**config.mk**
```make
export PLATFORM = sky130hd
export DESIGN_NAME = scan_if_control
export DESIGN_NICKNAME = d
export VERILOG_FILES = /design/src/pkg/scan_if_pkg.sv /design/src/hw/scan_if_control.sv
export SDC_FILE = /design/constraint.sdc
export NUM_CORES = 1
export LEC_CHECK = 0
export BUFFER_PORTS_ARGS = -buffer_cell sky130_fd_sc_hd__buf_2
export CAP_MARGIN = 10
export CELL_PAD_IN_SITES_DETAIL_PLACEMENT = 1
export CELL_PAD_IN_SITES_GLOBAL_PLACEMENT = 1
export CORE_AREA = 10 10 143 119
export CTS_BUF_LIST = sky130_fd_sc_hd__clkbuf_8
export CTS_CLUSTER_SIZE = 14
export DETAILED_ROUTE_END_ITERATION = 10
export DIE_AREA = 0 0 153 129
export PLACE_DENSITY = 0.86
export SLEW_MARGIN = 20
export SYNTH_ARGS = -nofsm -noshare
export SYNTH_HDL_FRONTEND = slang
export SYNTH_SLANG_ARGS = --single-unit
```
**constraint.sdc**
```tcl
create_clock -name MCLK_I -period 4.8 [get_ports MCLK_I]
set_input_delay 1.44 -clock MCLK_I [delete_from_list [all_inputs] [get_ports MCLK_I]]
set_output_delay 1.44 -clock MCLK_I [all_outputs]
set_load 0.1 [all_outputs]
```
**src/pkg/scan_if_pkg.sv**
```systemverilog
package scan_if_pkg;

	// ****************************************************************
	// Register map (word index on the plain register port)
	// ****************************************************************
	localparam int ADDR_W = 3;
	localparam int DATA_W = 16;
	localparam logic [ADDR_W-1:0] CTL3_IDX = 3'h0;
	localparam logic [ADDR_W-1:0] CTL4_IDX = 3'h1;
	localparam logic [ADDR_W-1:0] COUNT_IDX = 3'h2;
	localparam logic [ADDR_W-1:0] STATUS_IDX = 3'h3;
	localparam logic [ADDR_W-1:0] MASK_IDX = 3'h4;

	localparam logic [DATA_W-1:0] CTL3_RESET = 16'h0000;
	localparam logic [DATA_W-1:0] CTL4_RESET = 16'h0000;
	localparam logic [DATA_W-1:0] WORD_ZERO = 16'h0000;

	// ****************************************************************
	// Status and mask bit positions
	// ****************************************************************
	localparam int ZERO_FLAG_BIT = 0;
	localparam int THIRD_FLAG_BIT = 3;

	// ****************************************************************
	// Third flag source codes and modulo masks
	// ****************************************************************
	localparam logic [1:0] THIRD_EVERY = 2'h0;
	localparam logic [1:0] THIRD_MOD4 = 2'h1;
	localparam logic [1:0] THIRD_MOD64 = 2'h2;
	localparam logic [7:0] MOD4_MASK = 8'h03;
	localparam logic [7:0] MOD64_MASK = 8'h3F;

	localparam int PRE_W = 3;
	localparam int TRIG_W = 9;
	localparam logic [PRE_W-1:0] PRE_ZERO = 3'h0;
	localparam logic [TRIG_W-1:0] TRIG_ZERO = 9'h000;
	localparam logic [7:0] CNT_ZERO = 8'h00;

	// ****************************************************************
	// Register layouts
	// ****************************************************************
	typedef struct packed {
		logic [1:0] second_source_select;
		logic [1:0] first_source_select;
		logic [1:0] fourth_flag_source;
		logic [1:0] third_flag_source;
		logic capture_route_select;
		logic [2:0] zero_flag_source;
		logic [3:0] frontend_out;
	} ctl3_type;

	typedef struct packed {
		logic clear_on_read;
		logic counter_two_enable;
		logic counter_one_decrement_enable;
		logic counter_one_increment_enable;
		logic state_bit_seven_enable;
		logic state_bit_six_enable;
		logic [2:0] trigger_divider_b;
		logic [2:0] trigger_divider_a;
		logic [1:0] aux_clock_divider;
		logic [1:0] sequencer_clock_divider;
	} ctl4_type;

	// Inputs handed to the processing state machine
	typedef struct packed {
		logic first_source;
		logic second_source;
		logic state_bit_six;
		logic state_bit_seven;
	} psm_inputs_type;

	// Counting requests from the processing state machine
	typedef struct packed {
		logic counter_one_up;
		logic counter_one_down;
		logic counter_two_step;
	} count_events_type;

endpackage

```
**src/hw/scan_if_control.sv**
```systemverilog
// Chosen here: strobed register access and the register offsets.
module scan_if_control (
	input wire logic MCLK_I,
	input wire logic RESET_I,
	input wire logic [scan_if_pkg::ADDR_W-1:0] ADDR_I,
	input wire logic [scan_if_pkg::DATA_W-1:0] WDATA_I,
	input wire logic WR_I,
	input wire logic RD_I,
	output logic [scan_if_pkg::DATA_W-1:0] RDATA_O,
	input wire logic [3:0] FRONTEND_OUT_I,
	input wire logic SCAN_SELECT_I,
	input wire logic STATE_BIT_SIX_I,
	input wire logic STATE_BIT_SEVEN_I,
	input wire scan_if_pkg::count_events_type COUNT_EVENTS_I,
	output scan_if_pkg::psm_inputs_type PSM_INPUTS_O,
	output logic AUX_TICK_O,
	output logic TRIGGER_O,
	output logic SEQ_TICK_O,
	output logic IRQ_O
);
	import scan_if_pkg::*;

	// ****************************************************************
	// Helpers
	// ****************************************************************
	// Last prescaler count for a /1, /2, /4, /8 code
	function automatic logic [PRE_W-1:0] pow2_limit(input logic [1:0] code);
		logic [PRE_W-1:0] lim;
		lim = PRE_ZERO;
		case (code)
			2'h0: lim = 3'h0;
			2'h1: lim = 3'h1;
			2'h2: lim = 3'h3;
			2'h3: lim = 3'h7;
			default: lim = PRE_ZERO;
		endcase
		return lim;
	endfunction

	// Rate is 2*(2A+1)*(2B+1); returns rate minus one
	function automatic logic [TRIG_W-1:0] trig_limit(input logic [2:0] a,
		input logic [2:0] b);
		logic [TRIG_W-1:0] fa;
		logic [TRIG_W-1:0] fb;
		logic [TRIG_W-1:0] rate;
		fa = {5'h00, a, 1'b1};
		fb = {5'h00, b, 1'b1};
		rate = TRIG_W'((fa * fb) << 1);
		return TRIG_W'(rate - 9'h001);
	endfunction

	// ****************************************************************
	// State
	// ****************************************************************
	typedef struct packed {
		ctl3_type ctl3;
		ctl4_type ctl4;
		logic [7:0] counter_one;
		logic [7:0] counter_two;
		logic [DATA_W-1:0] status;
		logic [DATA_W-1:0] mask;
		logic [3:0] sync1;
		logic [3:0] sync2;
		logic [3:0] sync3;
		logic [3:0] frontend;
		logic [PRE_W-1:0] aux_cnt;
		logic [PRE_W-1:0] seq_cnt;
		logic [TRIG_W-1:0] trig_cnt;
		logic aux_tick;
		logic seq_tick;
		logic trigger;
		psm_inputs_type processing_state_machine;
		logic irq;
		logic [DATA_W-1:0] rdata;
	} state_type;

	state_type state_reg;
	state_type state_next;

	logic wr_ctl3;
	logic wr_ctl4;
	logic wr_mask;
	logic rd_count;
	logic rd_status;
	logic c1_up;
	logic c1_down;
	logic c1_step;
	logic c2_step;
	logic [3:0] fe_filtered;
	logic zero_event;
	logic third_event;
	logic [7:0] c1_after;
	logic s2_pick;
	logic aux_wrap;
	logic seq_wrap;
	logic trig_wrap;

	assign wr_ctl3 = WR_I && (ADDR_I == CTL3_IDX);
	assign wr_ctl4 = WR_I && (ADDR_I == CTL4_IDX);
	assign wr_mask = WR_I && (ADDR_I == MASK_IDX);
	assign rd_count = RD_I && (ADDR_I == COUNT_IDX);
	assign rd_status = RD_I && (ADDR_I == STATUS_IDX);

	// Counter one gating; simultaneous up and down cancel
	assign c1_up = COUNT_EVENTS_I.counter_one_up &&
		state_reg.ctl4.counter_one_increment_enable;
	assign c1_down = COUNT_EVENTS_I.counter_one_down &&
		state_reg.ctl4.counter_one_decrement_enable;
	assign c1_step = c1_up ^ c1_down;
	assign c2_step = COUNT_EVENTS_I.counter_two_step &&
		state_reg.ctl4.counter_two_enable;
	assign c1_after = c1_up ? 8'(state_reg.counter_one + 8'h01) :
		8'(state_reg.counter_one - 8'h01);

	// Front-end bits accepted once all four agree between second and third stages
	assign fe_filtered = (state_reg.sync2 == state_reg.sync3) ?
		state_reg.sync3 : state_reg.frontend;

	always_comb begin
		logic [1:0] zsel;
		logic zpol;
		zsel = state_reg.ctl3.zero_flag_source[2:1];
		zpol = state_reg.ctl3.zero_flag_source[0];
		zero_event = (fe_filtered[zsel] != state_reg.frontend[zsel]) &&
			(fe_filtered[zsel] == !zpol);
	end

	always_comb begin
		third_event = 1'b0;
		if (c1_step) begin
			case (state_reg.ctl3.third_flag_source)
				THIRD_EVERY: third_event = 1'b1;
				THIRD_MOD4: third_event = (c1_after & MOD4_MASK) == CNT_ZERO;
				THIRD_MOD64: third_event = (c1_after & MOD64_MASK) == CNT_ZERO;
				default: third_event = 1'b0;
			endcase
		end
	end

	assign s2_pick = SCAN_SELECT_I &&
		state_reg.frontend[state_reg.ctl3.second_source_select];
	assign aux_wrap = state_reg.aux_cnt >=
		pow2_limit(state_reg.ctl4.aux_clock_divider);
	assign seq_wrap = state_reg.seq_cnt >=
		pow2_limit(state_reg.ctl4.sequencer_clock_divider);
	assign trig_wrap = state_reg.trig_cnt >=
		trig_limit(state_reg.ctl4.trigger_divider_a,
		state_reg.ctl4.trigger_divider_b);

	// ****************************************************************
	// Next state
	// ****************************************************************
	always_comb begin
		logic [DATA_W-1:0] flags;
		flags = WORD_ZERO;
		state_next = state_reg;

		state_next.sync1 = FRONTEND_OUT_I;
		state_next.sync2 = state_reg.sync1;
		state_next.sync3 = state_reg.sync2;
		state_next.frontend = fe_filtered;

		// Register writes; front-end bits of control three are read-only
		if (wr_ctl3) begin
			state_next.ctl3 = ctl3_type'(WDATA_I);
		end
		state_next.ctl3.frontend_out = fe_filtered;
		if (wr_ctl4) begin
			state_next.ctl4 = ctl4_type'(WDATA_I);
		end
		if (wr_mask) begin
			state_next.mask = WDATA_I;
		end

		// Count register: clear on read first, a count in the same cycle wins
		if (rd_count && state_reg.ctl4.clear_on_read) begin
			state_next.counter_one = CNT_ZERO;
			state_next.counter_two = CNT_ZERO;
		end
		if (c1_step) begin
			state_next.counter_one = rd_count && state_reg.ctl4.clear_on_read ?
				(c1_up ? 8'h01 : 8'hFF) : c1_after;
		end
		if (c2_step) begin
			state_next.counter_two = rd_count && state_reg.ctl4.clear_on_read ?
				8'h01 : 8'(state_reg.counter_two + 8'h01);
		end

		// Sticky flags, cleared by a read, a new event wins over the clear
		flags[ZERO_FLAG_BIT] = zero_event;
		flags[THIRD_FLAG_BIT] = third_event;
		state_next.status = (rd_status ? WORD_ZERO : state_reg.status) | flags;
		state_next.irq = |(state_next.status & state_next.mask);

		// Read data stands for one cycle only
		state_next.rdata = WORD_ZERO;
		if (RD_I) begin
			case (ADDR_I)
				CTL3_IDX: state_next.rdata = state_reg.ctl3;
				CTL4_IDX: state_next.rdata = state_reg.ctl4;
				COUNT_IDX: state_next.rdata = {state_reg.counter_two,
					state_reg.counter_one};
				STATUS_IDX: state_next.rdata = state_reg.status;
				MASK_IDX: state_next.rdata = state_reg.mask;
				default: state_next.rdata = WORD_ZERO;
			endcase
		end

		// Inputs of the processing state machine
		state_next.processing_state_machine.second_source = s2_pick;
		state_next.processing_state_machine.first_source = SCAN_SELECT_I &&
			state_reg.frontend[state_reg.ctl3.first_source_select];
		state_next.processing_state_machine.state_bit_six = STATE_BIT_SIX_I &&
			state_reg.ctl4.state_bit_six_enable;
		state_next.processing_state_machine.state_bit_seven = STATE_BIT_SEVEN_I &&
			state_reg.ctl4.state_bit_seven_enable;

		// Aux prescaler and start trigger divider
		state_next.aux_tick = aux_wrap;
		state_next.aux_cnt = aux_wrap ? PRE_ZERO :
			PRE_W'(state_reg.aux_cnt + 3'h1);
		state_next.trigger = 1'b0;
		if (state_reg.aux_tick) begin
			state_next.trigger = trig_wrap;
			state_next.trig_cnt = trig_wrap ? TRIG_ZERO :
				TRIG_W'(state_reg.trig_cnt + 9'h001);
		end

		// Sequencer clock prescaler
		state_next.seq_tick = seq_wrap;
		state_next.seq_cnt = seq_wrap ? PRE_ZERO :
			PRE_W'(state_reg.seq_cnt + 3'h1);
	end

	always_ff @(posedge MCLK_I) begin
		if (RESET_I) begin
			state_reg <= '0;
			state_reg.ctl3 <= ctl3_type'(CTL3_RESET);
			state_reg.ctl4 <= ctl4_type'(CTL4_RESET);
		end else begin
			state_reg <= state_next;
		end
	end

	assign RDATA_O = state_reg.rdata;
	assign PSM_INPUTS_O = state_reg.processing_state_machine;
	assign AUX_TICK_O = state_reg.aux_tick;
	assign TRIGGER_O = state_reg.trigger;
	assign SEQ_TICK_O = state_reg.seq_tick;
	assign IRQ_O = state_reg.irq;
endmodule

```
==> impl_metrics.yaml <==
synth:
  yosys_warnings: 0
  synth-async-reset-ratio_pct: 0
  syn_nets: 805
  synth-seq-cells: 131
  yosysSeqAreaShare_pct: 40.3
  synth.distinct_cells: 54
  synth_edf_count: 0
  ys.flop_type: "dfxtp_1"
  synthCells: 730
  syn_avg_cell_area_um2: 8.91
  netlist_area_um2: 6500
layout:
  diodes: 0
  largest_reg_flops: 99
  nNetsFinal: 834
  area_delta_synth_final_pct: 10.4
  drive_above_1_share_pct: 16.7
  final_common_cell: "dfxtp_1"
  seqCellArea_um2: 2620
  layout_common_cells: "dfxtp_1, nand2_1, a21oi_1"
  fillers: 1666
  multi_input_area_um2: 3490
worst_hold_path:
  hold_class: "reg -> reg"
global_routing:
  grt_pass1_wl_um: 32000
  grt-ovfl-total: 0
  antenna_found_initial: 0
  grt_max_degree: 42
  grt.total_usage_pct: 20.2
  grt_pass1_vias: 5808
clocking:
  ctsHtreeMaxLevel: 4
  cts_inserted_buffers: 17
  cts_setup_buffers: 0
  worstSkewPairLatency_ns: 0.46
  cts_tree: "yes"
  post_cts_resized: 0
  cts.sinks: 131
  cts_max_path_buffers: 2
  clk_pin_slew_ns: 0.08
  postCtsHoldBufs: 0
  cts-root-buf: "clkbuf_8"
placement:
  place_hpwl_um: 14400
  io_buffers: 56
  gp_congestion: 0.882
route:
  drc: 0
  firstDrtPassIters: 5
  vias: 5596
  dr.first_iter.drc_count: 531
  post_drt_wl_per_cell_um: 21.2
  ant_nets: 0
  drt-total-wl_um: 20200
  viasPerCell: 5.86
power_and_ir_drop:
  clock_power_share_pct: 42.0
  power.total_mw: 2.30
  combPwrFrac_pct: 8.9
  power.internal_mw: 1.68
  power.density_nw_per_um2: 320
  power_switching_share_pct: 26.7
  power_leakage_nw: 2.94
  p_switching_mw: 0.614
  irDropWorstVdd_uv: 180
  pwr-share-seq_pct: 49.1
sta:
  hold_viol: 0
  timing.final.crit_share_pct: 91.6
  clock.fmax_mhz: 227
  slew_headroom_pct: 29.2
  rsz0062_at_grt: "no"
  slew_viol_final: 0
  min_period_ns: 4.40
  finalSetupViolCount: 0
  tightest_slew_ns: 1.06
  fin_skew_ns: 0.0135
  whs_ns: 0.435
  fin_setup_tns_ns: 0
worst_setup_path:
  cp-start-kind: "flop"
  path_class: "reg -> reg"
  required_ns: 5.13
  arrival_ns: 4.73
  end_kind: "flop"
  cp_max_fo: 6
floorplan:
  die_area_um2: 19700
  rows: 39
  coreArea_um2: 14100
  start_util_pct: 46.3
  die_y_um: 129
  io-pin-count: 57
  chipWidth_um: 153
flow_run:
  cap_violations: 0
status:
  status: "finished clean"
critical path: stages, from the launching register on:
cell and delay [ns]:
dfxtp_1 0.45, and2_1 0.19, fa_1 0.44, fa_1 0.51, ha_1 0.33, a31o_2 0.27, a21oi_1 0.29, o21bai_1 0.10
a21oi_1 0.23, xor2_1 0.10, ha_1 0.32, o2111ai_1 0.13, o31ai_1 0.33, nor2_1 0.14, nor2_1 0.36, nor2_1 0.10
final cells by class:
cell class                      instances  share of cell area [%]
Clock inverter                         14                    2.30
Tap cell                              184                    3.21
Inverter                               24                    1.26
Sequential cell                       131                    36.5
Clock buffer                           17                    3.26
Timing Repair Buffer                   64                    4.74
Multi-Input combinational cell        521                    48.7
stage by stage:
stage               util, %  cell area, um^2  worst slack [ns]  cells
floorplan                 -             6500              1.11    730
CTS                    51.1             7180             0.389    955
global placement       48.2             6780             0.848    924
finish                 51.1             7180             0.403    955
detailed placement     48.2             6780             0.573    924
global route           51.1             7180             0.139    955
power by group through the flow:
stage / Clock, mW / Sequential, mW / Combinational (mW)
2_1_floorplan: 0 / 1.16 / 0.124
3_3_place_gp: 0 / 1.15 / 0.190
3_5_place_dp: 0 / 1.15 / 0.199
4_1_cts: 0.977 / 1.13 / 0.202
5_1_grt: 1.03 / 1.13 / 0.221
6_report: 0.964 / 1.13 / 0.204
layer usage:
layer	share of wire (%)	GRT usage, %
met1	43	25.0
met2	47	33.3
met3	7.1	5.76
met4	2.5	7.28
met5	0	0
cell usage after synthesis, drive strengths merged (2+ instances only):
cell type	n	share of area, %
xor2	18	2.4
and2	36	3.5
nand2b	7	0.67
nor2b	24	2.3
a22o	4	0.54
a21bo	3	0.46
nor3b	2	0.23
dfxtp	131	40
o22ai	19	1.8
nand3b	3	0.35
inv	24	1.4
clkbuf	29	1.7
a221oi	2	0.27
a22oi	33	3.8
fa	5	1.5
nor3	2	0.15
nand3	10	0.77
and3	3	0.29
mux4	4	1.4
a21o	7	0.81
nor2	54	3.1
mux2	20	3.5
or3b	2	0.27
xnor2	10	1.3
o31ai	2	0.23
a31oi	2	0.19
nand4	9	0.87
and3b	4	0.54
ha	37	7.1
o21ai	13	1.0
nor4	2	0.29
nand2	97	5.6
mux2i	10	1.5
buf	25	2.8
a21oi	61	4.7
or2	3	0.29
cell families (layout without fill, tap and decap cells):
kind of cell / count (synthesis) / count (layout) / synth area share [%]
buffers and inverters: 78 / 119 / 5.91
adders and majority gates: 42 / 42 / 8.66
xor gates and xnor gates: 28 / 28 / 3.77
AOI/OAI and AO/OA: 154 / 154 / 14.9
DFF: 131 / 131 / 40.3
and+or+nand+nor: 263 / 263 / 20.0
muxes: 34 / 34 / 6.45
path summary, 6_finish.rpt:
check,start,to,slack (ns),depth (start not counted)
setup / recovery,state_reg[108],state_reg[29],0.40,15
hold / removal,state_next[47],state_next[43],0.43,1
setup reg to reg,state_reg[108],state_reg[29],0.40,15
hold reg to reg,state_next[47],state_next[43],0.43,1
Note: power is estimated with default switching activity, not from simulation.
